<file path="src/obc_pkg.sv">
// Constants, field layouts and carrier types for the option byte decoder.
// Assumes a byte-wide access port into the option byte row and one 200 MHz clock.
`default_nettype none
package obc_pkg;

   // Byte addresses of the option bytes in the data EEPROM address space.
   localparam logic [15:0] OBC_ADDR_PROTECTION = 16'h4800;
   localparam logic [15:0] OBC_ADDR_BOOT_SIZE = 16'h4802;
   localparam logic [15:0] OBC_ADDR_EEPROM_SIZE = 16'h4803;
   localparam logic [15:0] OBC_ADDR_RESERVED = 16'h4807;
   localparam logic [15:0] OBC_ADDR_WATCHDOG = 16'h4808;

   // Index of each byte in the stored row.
   localparam int OBC_ROW_BYTES = 5;
   localparam logic [2:0] OBC_IDX_PROTECTION = 3'h0;
   localparam logic [2:0] OBC_IDX_BOOT_SIZE = 3'h1;
   localparam logic [2:0] OBC_IDX_EEPROM_SIZE = 3'h2;
   localparam logic [2:0] OBC_IDX_RESERVED = 3'h3;
   localparam logic [2:0] OBC_IDX_WATCHDOG = 3'h4;

   // Factory default of every option byte.
   localparam logic [7:0] OBC_BYTE_DEFAULT = 8'h00;

   // Code that turns readout protection on.
   localparam logic [7:0] OBC_READOUT_LOCK_CODE = 8'hAA;

   // Boot area size field: seven used bits, first size with a write-protected boot area.
   localparam int OBC_BOOT_SIZE_BITS = 7;
   localparam logic [6:0] OBC_BOOT_FIRST_PROTECTED = 7'h03;
   localparam logic [6:0] OBC_BOOT_VECTOR_PAGES = 7'h02;

   // Data EEPROM size field: six used bits, area ends at a fixed top.
   localparam int OBC_EEPROM_SIZE_BITS = 6;
   localparam int OBC_PAGE_SHIFT = 6;
   localparam logic [15:0] OBC_EEPROM_TOP = 16'h9FFF;
   localparam logic [15:0] OBC_EEPROM_END = 16'hA000;

   // Bit positions inside the watchdog option byte.
   localparam int OBC_WDG_AUTO_START_BIT = 0;
   localparam int OBC_WDG_HALT_FREEZE_BIT = 1;

   // Decoded configuration handed to protection, partition and watchdog logic.
   typedef struct packed {
      logic readout_protect;
      logic boot_present;
      logic boot_vectors_only;
      logic boot_write_protect;
      logic [6:0] boot_pages;
      logic eeprom_present;
      logic [5:0] eeprom_pages;
      logic [15:0] eeprom_base;
      logic watchdog_auto_start;
      logic watchdog_halt_freeze;
   } obc_cfg_t;

   // Loader states.
   typedef enum logic {
      OBC_LOAD,
      OBC_HOLD
   } obc_state_t;

endpackage
`default_nettype wire

</file>
<file path="src/obc_option_decoder.sv">
// Option byte row storage, its guarded access port and the reset-time decoder.
// Assumes the access port is driven synchronously to clk and that dev_rst_req
// is a one-cycle pulse marking every device reset after power-on.
`timescale 1ns/1ps
`default_nettype none

module obc_option_decoder
   import obc_pkg::*;
#(
   parameter int ADDR_W = 16
)
(
   // Clock and power-on reset.
   input wire logic clk,
   input wire logic arst_n,
   // Device reset request, one cycle long.
   input wire logic dev_rst_req,
   // Mode and source of the current access.
   input wire logic in_circuit_programming_mode,
   input wire logic from_debug_link,
   // Byte access port into the option byte row.
   input wire logic acc_req,
   input wire logic acc_we,
   input wire logic [ADDR_W-1:0] acc_addr,
   input wire logic [7:0] acc_wdata,
   output logic [7:0] acc_rdata,
   output logic acc_rvalid,
   output logic acc_refused,
   // Decoded configuration.
   output obc_cfg_t cfg,
   output logic cfg_valid
);

   // The address decode needs at least the sixteen printed address bits.
   if (ADDR_W < 16)
   begin : g_bad_width
      $error("ADDR_W must be at least 16");
   end

   // Stored option byte row, kept across device resets.
   logic [OBC_ROW_BYTES-1:0][7:0] row;
   logic [OBC_ROW_BYTES-1:0][7:0] next_row;
   // Access port answer registers.
   logic [7:0] next_acc_rdata;
   logic next_acc_rvalid;
   logic next_acc_refused;
   // Loader state and decoded configuration.
   obc_state_t state;
   obc_state_t next_state;
   obc_cfg_t next_cfg;
   logic next_cfg_valid;
   // Address decode results.
   logic hit;
   logic [2:0] idx;
   logic write_ok;

   // Maps the access address onto a row index.
   always_comb
   begin
      hit = 1'b1;
      idx = OBC_IDX_PROTECTION;
      if ((acc_addr >> 16) != '0)
      begin
         // Upper address bits select nothing here.
         hit = 1'b0;
      end
      else
      begin
         case (acc_addr[15:0])
            OBC_ADDR_PROTECTION: idx = OBC_IDX_PROTECTION;
            OBC_ADDR_BOOT_SIZE: idx = OBC_IDX_BOOT_SIZE;
            OBC_ADDR_EEPROM_SIZE: idx = OBC_IDX_EEPROM_SIZE;
            OBC_ADDR_RESERVED: idx = OBC_IDX_RESERVED;
            OBC_ADDR_WATCHDOG: idx = OBC_IDX_WATCHDOG;
            default: hit = 1'b0;
         endcase
      end
   end

   assign write_ok = in_circuit_programming_mode && from_debug_link && hit;

   // Computes row updates and the access answer.
   always_comb
   begin
      next_row = row;
      next_acc_rdata = 8'h00;
      next_acc_rvalid = 1'b0;
      next_acc_refused = 1'b0;
      if (acc_req && acc_we)
      begin
         if (write_ok)
         begin
            next_row[idx] = acc_wdata;
         end
         else
         begin
            next_acc_refused = 1'b1;
         end
      end
      else if (acc_req)
      begin
         // Reads return the stored byte; unmapped addresses read as zero.
         next_acc_rvalid = 1'b1;
         if (hit)
         begin
            next_acc_rdata = row[idx];
         end
      end
   end

   // Registers the row and the access answer.
   always_ff @(posedge clk or negedge arst_n)
   begin
      if (!arst_n)
      begin
         row <= {OBC_ROW_BYTES{OBC_BYTE_DEFAULT}};
         acc_rdata <= 8'h00;
         acc_rvalid <= 1'b0;
         acc_refused <= 1'b0;
      end
      else
      begin
         row <= next_row;
         acc_rdata <= next_acc_rdata;
         acc_rvalid <= next_acc_rvalid;
         acc_refused <= next_acc_refused;
      end
   end

   // Decodes the stored row into configuration at each load.
   always_comb
   begin
      logic [6:0] boot_n;
      logic [5:0] ee_n;
      boot_n = row[OBC_IDX_BOOT_SIZE][OBC_BOOT_SIZE_BITS-1:0];
      ee_n = row[OBC_IDX_EEPROM_SIZE][OBC_EEPROM_SIZE_BITS-1:0];
      next_state = state;
      next_cfg = cfg;
      next_cfg_valid = cfg_valid;
      case (state)
         OBC_LOAD:
         begin
            next_state = OBC_HOLD;
            next_cfg_valid = 1'b1;
            next_cfg.readout_protect = (row[OBC_IDX_PROTECTION] == OBC_READOUT_LOCK_CODE);
            next_cfg.boot_present = (boot_n != 7'h00);
            next_cfg.boot_vectors_only = (boot_n != 7'h00) && (boot_n < OBC_BOOT_FIRST_PROTECTED);
            next_cfg.boot_write_protect = (boot_n >= OBC_BOOT_FIRST_PROTECTED);
            if (boot_n >= OBC_BOOT_FIRST_PROTECTED)
            begin
               next_cfg.boot_pages = boot_n;
            end
            else if (boot_n != 7'h00)
            begin
               next_cfg.boot_pages = OBC_BOOT_VECTOR_PAGES;
            end
            else
            begin
               next_cfg.boot_pages = 7'h00;
            end
            next_cfg.eeprom_pages = ee_n;
            next_cfg.eeprom_present = (ee_n != 6'h00);
            next_cfg.eeprom_base = OBC_EEPROM_END - {4'h0, ee_n, 6'h00};
            next_cfg.watchdog_auto_start = row[OBC_IDX_WATCHDOG][OBC_WDG_AUTO_START_BIT];
            next_cfg.watchdog_halt_freeze = row[OBC_IDX_WATCHDOG][OBC_WDG_HALT_FREEZE_BIT];
         end
         OBC_HOLD:
         begin
            if (dev_rst_req)
            begin
               next_state = OBC_LOAD;
            end
         end
         default:
         begin
            next_state = OBC_LOAD;
         end
      endcase
   end

   // Registers loader state and configuration; power-on starts a load.
   always_ff @(posedge clk or negedge arst_n)
   begin
      if (!arst_n)
      begin
         state <= OBC_LOAD;
         cfg <= '0;
         cfg_valid <= 1'b0;
      end
      else
      begin
         state <= next_state;
         cfg <= next_cfg;
         cfg_valid <= next_cfg_valid;
      end
   end

   // Checks that guard the write path and the decoder.
   AST_WRITE_GUARD:
   assert property (@(posedge clk) disable iff (!arst_n)
      (acc_req && acc_we && !(in_circuit_programming_mode && from_debug_link))
      |=> $stable(row) && acc_refused)
   else $error("option row changed by a refused write");

   AST_WRITE_TAKEN:
   assert property (@(posedge clk) disable iff (!arst_n)
      (acc_req && acc_we && write_ok) |=> row[$past(idx)] == $past(acc_wdata) && !acc_refused)
   else $error("permitted option write not stored");

   AST_READOUT:
   assert property (@(posedge clk) disable iff (!arst_n)
      (state == OBC_LOAD)
      |=> cfg.readout_protect == ($past(row[OBC_IDX_PROTECTION]) == 8'hAA))
   else $error("readout protection does not match lock code");

   AST_BOOT_SMALL:
   assert property (@(posedge clk) disable iff (!arst_n)
      (state == OBC_LOAD && row[OBC_IDX_BOOT_SIZE][6:0] < 7'h03)
      |=> !cfg.boot_write_protect && cfg.boot_vectors_only == cfg.boot_present)
   else $error("small boot size decoded wrongly");

   AST_BOOT_LARGE:
   assert property (@(posedge clk) disable iff (!arst_n)
      (state == OBC_LOAD && row[OBC_IDX_BOOT_SIZE][6:0] >= 7'h03)
      |=> cfg.boot_write_protect && cfg.boot_pages == $past(row[OBC_IDX_BOOT_SIZE][6:0]))
   else $error("boot area pages wrong");

   AST_BOOT_MSB:
   assert property (@(posedge clk) disable iff (!arst_n)
      (state == OBC_LOAD && row[OBC_IDX_BOOT_SIZE] == 8'h80)
      |=> !cfg.boot_present && cfg.boot_pages == 7'h00)
   else $error("boot size top bit not ignored");

   AST_EEPROM_NONE:
   assert property (@(posedge clk) disable iff (!arst_n)
      (state == OBC_LOAD && row[OBC_IDX_EEPROM_SIZE][5:0] == 6'h00)
      |=> !cfg.eeprom_present && cfg.eeprom_base == 16'hA000)
   else $error("zero EEPROM size allocated an area");

   AST_EEPROM_BASE:
   assert property (@(posedge clk) disable iff (!arst_n)
      (state == OBC_LOAD)
      |=> cfg.eeprom_base + {4'h0, cfg.eeprom_pages, 6'h00} - 16'h0001 == OBC_EEPROM_TOP)
   else $error("EEPROM area does not end at its top");

   AST_EEPROM_MSB:
   assert property (@(posedge clk) disable iff (!arst_n)
      (state == OBC_LOAD) |=> cfg.eeprom_pages == $past(row[OBC_IDX_EEPROM_SIZE][5:0]))
   else $error("EEPROM size top bits not dropped");

   AST_WATCHDOG:
   assert property (@(posedge clk) disable iff (!arst_n)
      (state == OBC_LOAD)
      |=> cfg.watchdog_auto_start == $past(row[OBC_IDX_WATCHDOG][0])
      && cfg.watchdog_halt_freeze == $past(row[OBC_IDX_WATCHDOG][1]))
   else $error("watchdog options decoded wrongly");

   AST_HOLD:
   assert property (@(posedge clk) disable iff (!arst_n)
      (state == OBC_HOLD) |=> $stable(cfg) && cfg_valid)
   else $error("configuration changed between resets");

   // A read never touches the row and is always answered, never refused.
   AST_READ_ANSWER:
   assert property (@(posedge clk) disable iff (!arst_n)
      (acc_req && !acc_we) |=> acc_rvalid && !acc_refused && $stable(row))
   else $error("read access not answered or changed the row");

   // A write outside the option row is refused even in programming mode.
   AST_UNMAPPED_WRITE:
   assert property (@(posedge clk) disable iff (!arst_n)
      (acc_req && acc_we && !hit) |=> acc_refused && $stable(row))
   else $error("write to an unmapped address was not refused");

   // A load finishes in one cycle and leaves the configuration valid.
   AST_LOAD_DONE:
   assert property (@(posedge clk) disable iff (!arst_n)
      (state == OBC_LOAD) |=> state == OBC_HOLD && cfg_valid)
   else $error("load did not complete in one cycle");

endmodule
`default_nettype wire

</file>
<file path="config.mk">
export PLATFORM = sky130hd
export DESIGN_NAME = obc_option_decoder
export DESIGN_NICKNAME = d
export VERILOG_FILES = /design/src/obc_pkg.sv /design/src/obc_option_decoder.sv
export SDC_FILE = /design/constraint.sdc
export NUM_CORES = 1
export LEC_CHECK = 0
export BUFFER_PORTS_ARGS = -buffer_cell sky130_fd_sc_hd__buf_2
export CORE_MARGIN = 2
export CORE_UTILIZATION = 35
export CTS_CLUSTER_DIAMETER = 60
export DETAILED_ROUTE_END_ITERATION = 8
export GPL_TIMING_DRIVEN = 0
export MAX_ROUTING_LAYER = met4
export PLACE_DENSITY = 0.63
export SYNTH_ARGS = -nofsm -noshare
export SYNTH_HDL_FRONTEND = slang
export SYNTH_SLANG_ARGS = --single-unit
</file>
<file path="constraint.sdc">
create_clock -name clk -period 1.8 [get_ports clk]
set_input_delay 0 -clock clk [delete_from_list [all_inputs] [get_ports clk]]
set_output_delay 0 -clock clk [all_outputs]
set_load 0.05 [all_outputs]
</file>
==> reports/qor.yml <==
status:
  status: "complete, no violations"
sta:
  setup_ws_ns: 0.1757
  setup_violations: 0
  whs_ns: 0.04015
  worst-slew-pin-transition_ns: 0.7100
  fin_tns_setup_ns: 0
  fmax_mhz: 615.6
  fin_crit_sh: 0.9024
  finClkSkew_ns: 0.01252
  hold_violations: 0
  grt_setup_unrepaired: "no"
  finalCriticalPeriod_ns: 1.624
  max_slew_margin: 0.5254
  drv_slew: 0
power_and_ir_drop:
  power.leakage_nw: 2.255
  power_density_nw_per_um2: 770.2
  irDropWorstVdd_mv: 0.3511
layout:
  final_nets: 446
  fillers: 1009
  num_antenna_cells: 0
  register_area_um2: 1977
  utilization: 0.4496
  syn2layout_area_growth_pct: 24.32
  multi_input_area_um2: 1607
  final_area_um2: 4662
  layout-drive-gt1-share: 0.3938
detailed_routing:
  drtAntennaViolNets: 0
  detail_route.wl_per_cell_um: 15.11
  drt_iter0_drc: 143
  drt_pass1_iterations: 4
  routed_via_density: 4.881
  drc: 0
  wirelength_um: 8385
  vias: 2709
die:
  core-area_um2: 10370
  rows: 37
  die-area_um2: 11560
  initial_core_util: 0.3616
  chipHeight_um: 107.5
  die_w_um: 107.5
  ios: 78
synth:
  mappedNetlistArea_um2: 3750
  synth_commonest_cells: "dfrtp_1 (79), mux2_2 (49), o21ai_0 (27)"
  synth.distinct_cells: 46
  synth_ff_type: "dfrtp_1"
  synth_most_common_cell: "dfrtp_1"
  async_flop_share: 1.000
  ys_warn_count: 0
  ys_ff_latch: 79
  syn_avg_cell_area_um2: 11.94
  synth_edf_count: 0
  synth_area_leader_cell: "dfrtp_1"
  synthCells: 314
  synth_top_area_frac: 0.5272
  yosysSeqAreaShare: 0.5272
  yosys-top-cells-area: "dfrtp_1 (53%), mux2_2 (15%), o21ai_0 (3.6%)"
worst_hold_path:
  min_path_type: "input pin to flip-flop"
  hp-start: "acc_addr[9]"
critical_path:
  critPathKind: "input pin to flip-flop"
  crit_chain: "dlygate4sd3_1 -> buf_2 -> and4_1 -> and4_1 -> buf_4 -> and2_1 -> buf_4 -> mux2_2"
  critPathRequiredTime_ns: 2.04
  cp-end-kind: "flip-flop"
  slowest_delay_ns: 0.52
  worstPathArrival_ns: 1.86
  r2r-start: "state"
  critical_path.max_fanout: 8
  crit_path_top_delay_cell: "dlygate4sd3_1"
  worstSetupStartpointType: "input pin"
  setup.worst_path.start: "acc_req"
  critPathTopFamily: "buffers and inverters"
  worst-path-buf-inv: 4
clocking:
  clk_latency_ns: 0.36
  cts_tree: "built"
  cts.sinks: 79
  clk_pin_slew_ns: 0.08
  cts_root_buffer: "clkbuf_8"
  cts_inserted_buffers: 9
  clockBufferDepth: 2
  h-tree-depth: 3
global_routing:
  grtUsageTotal: 0.1618
  grt_overflow: 0
  grt_max_degree: 60
  grt_pass1_wl_um: 13940
  antenna_found_initial: 0
  grt_pass1_vias: 2767
run:
  maxCapViolCount: 0
placement:
  dp_hpwl_um: 6155
  preCtsSetupSlack_ns: 0.08004
  io_buffers: 69
  routabilityCongestion: 0.8188
  dpl_cell_area_um2: 4318
-- flip-flops by register name, summed over array words and instances, names as in the netlist --
register     count
row             40
state            1
acc_rdata        8
acc_rvalid       1
acc_refused      1
cfg             27
cfg_valid        1
-- per-layer routing --
layer	routed length [um]	global-route usage	vias to the layer above
met4	214	0.07418	0
li1	-	-	1305
met1	3840	0.2049	1302
met2	3884	0.2547	84
met3	446	0.02724	18
met5	0	-	-
-- final timing paths --
check	to	slack, ns	cells past startpoint
worst max-delay path	row[34]	0.18	8
worst max register to register	cfg[30]	0.21	3
worst min register to register	cfg[12]	0.49	2
min in group asynchronous	cfg[32]	0.07	2
worst min-delay path	acc_refused	0.04	4
max in group asynchronous	row[27]	1.14	3
-- through the flow --
step / total power [mW] / std cells
after global routing: 3.749 / 555
after floorplan: 2.082 / 320
after global placement: 2.221 / 525
final: 3.591 / 555
after CTS: 3.629 / 555
after detailed placement: 2.233 / 526
-- worst register-to-register path: cells and delay by family (launching register included) --
kind	cells	cell delay, ns
buffers and inverters	2	0.75
flip-flops	1	0.33
multiplexers	1	0.40
-- layout by cell type (no fill, tap or decap), drive strengths merged --
cell	instances
o2111ai	8
ha	1
or3	1
nor4	2
xor2	3
or2	1
o31ai	2
clkbuf	20
nor2b	3
nand2b	18
and3	2
dfrtp	79
a221oi	8
inv	8
bufinv	1
a21oi	12
mux2	51
nand4	4
nor4bb	2
nor4b	4
nand2	25
nand3	4
nor3b	2
a211oi	1
nor3	4
a31oi	1
o21ai	27
and4	2
buf	89
and2	4
xnor2	2
and4b	1
nor2	5
conb	7
clkinv	2
dlygate4sd3	13
-- power by group --
group	total, mW	leakage, nW	internal (mW)	switching, mW
clock	1.37	0.107	0.722	0.651
sequential	1.81	1.05	1.80	0.0119
combinational	0.407	1.10	0.127	0.280
total	3.59	2.26	2.65	0.943
-- cells by family (layout without fill, tap and decap cells) --
| kind of cell | after synthesis | count (layout) | synth area share |
|---|---|---|---|
| AOI/OAI and AO/OA | 59 | 59 | 0.1004 |
| other | 1 | 7 | 0.001000 |
| xor gates and xnor gates | 5 | 5 | 0.01168 |
| and+or+nand+nor | 84 | 84 | 0.1512 |
| adders and majority gates | 1 | 1 | 0.003336 |
| muxes | 51 | 51 | 0.1532 |
| buffers and inverters | 34 | 133 | 0.05205 |
| DFF | 79 | 79 | 0.5272 |
-- area by class of cell --
| class | instances | share of cell area |
|---|---|---|
| Buffer | 27 | 0.03623 |
| Multi-Input combinational cell | 207 | 0.3446 |
| Timing Repair Buffer | 83 | 0.1084 |
| Sequential cell | 79 | 0.4240 |
| Inverter | 7 | 0.005636 |
| Clock inverter | 4 | 0.01127 |
| Tap cell | 136 | 0.03650 |
| Clock buffer | 12 | 0.03328 |
-- timing repair --
item	CTS	global route
endpoints found under the setup margin	0	8
gates resized for setup	0	1
endpoints found under the hold margin	122	0
hold buffers	13	0
buffers inserted	0	0
Note: power is estimated with default switching activity, not from simulation.
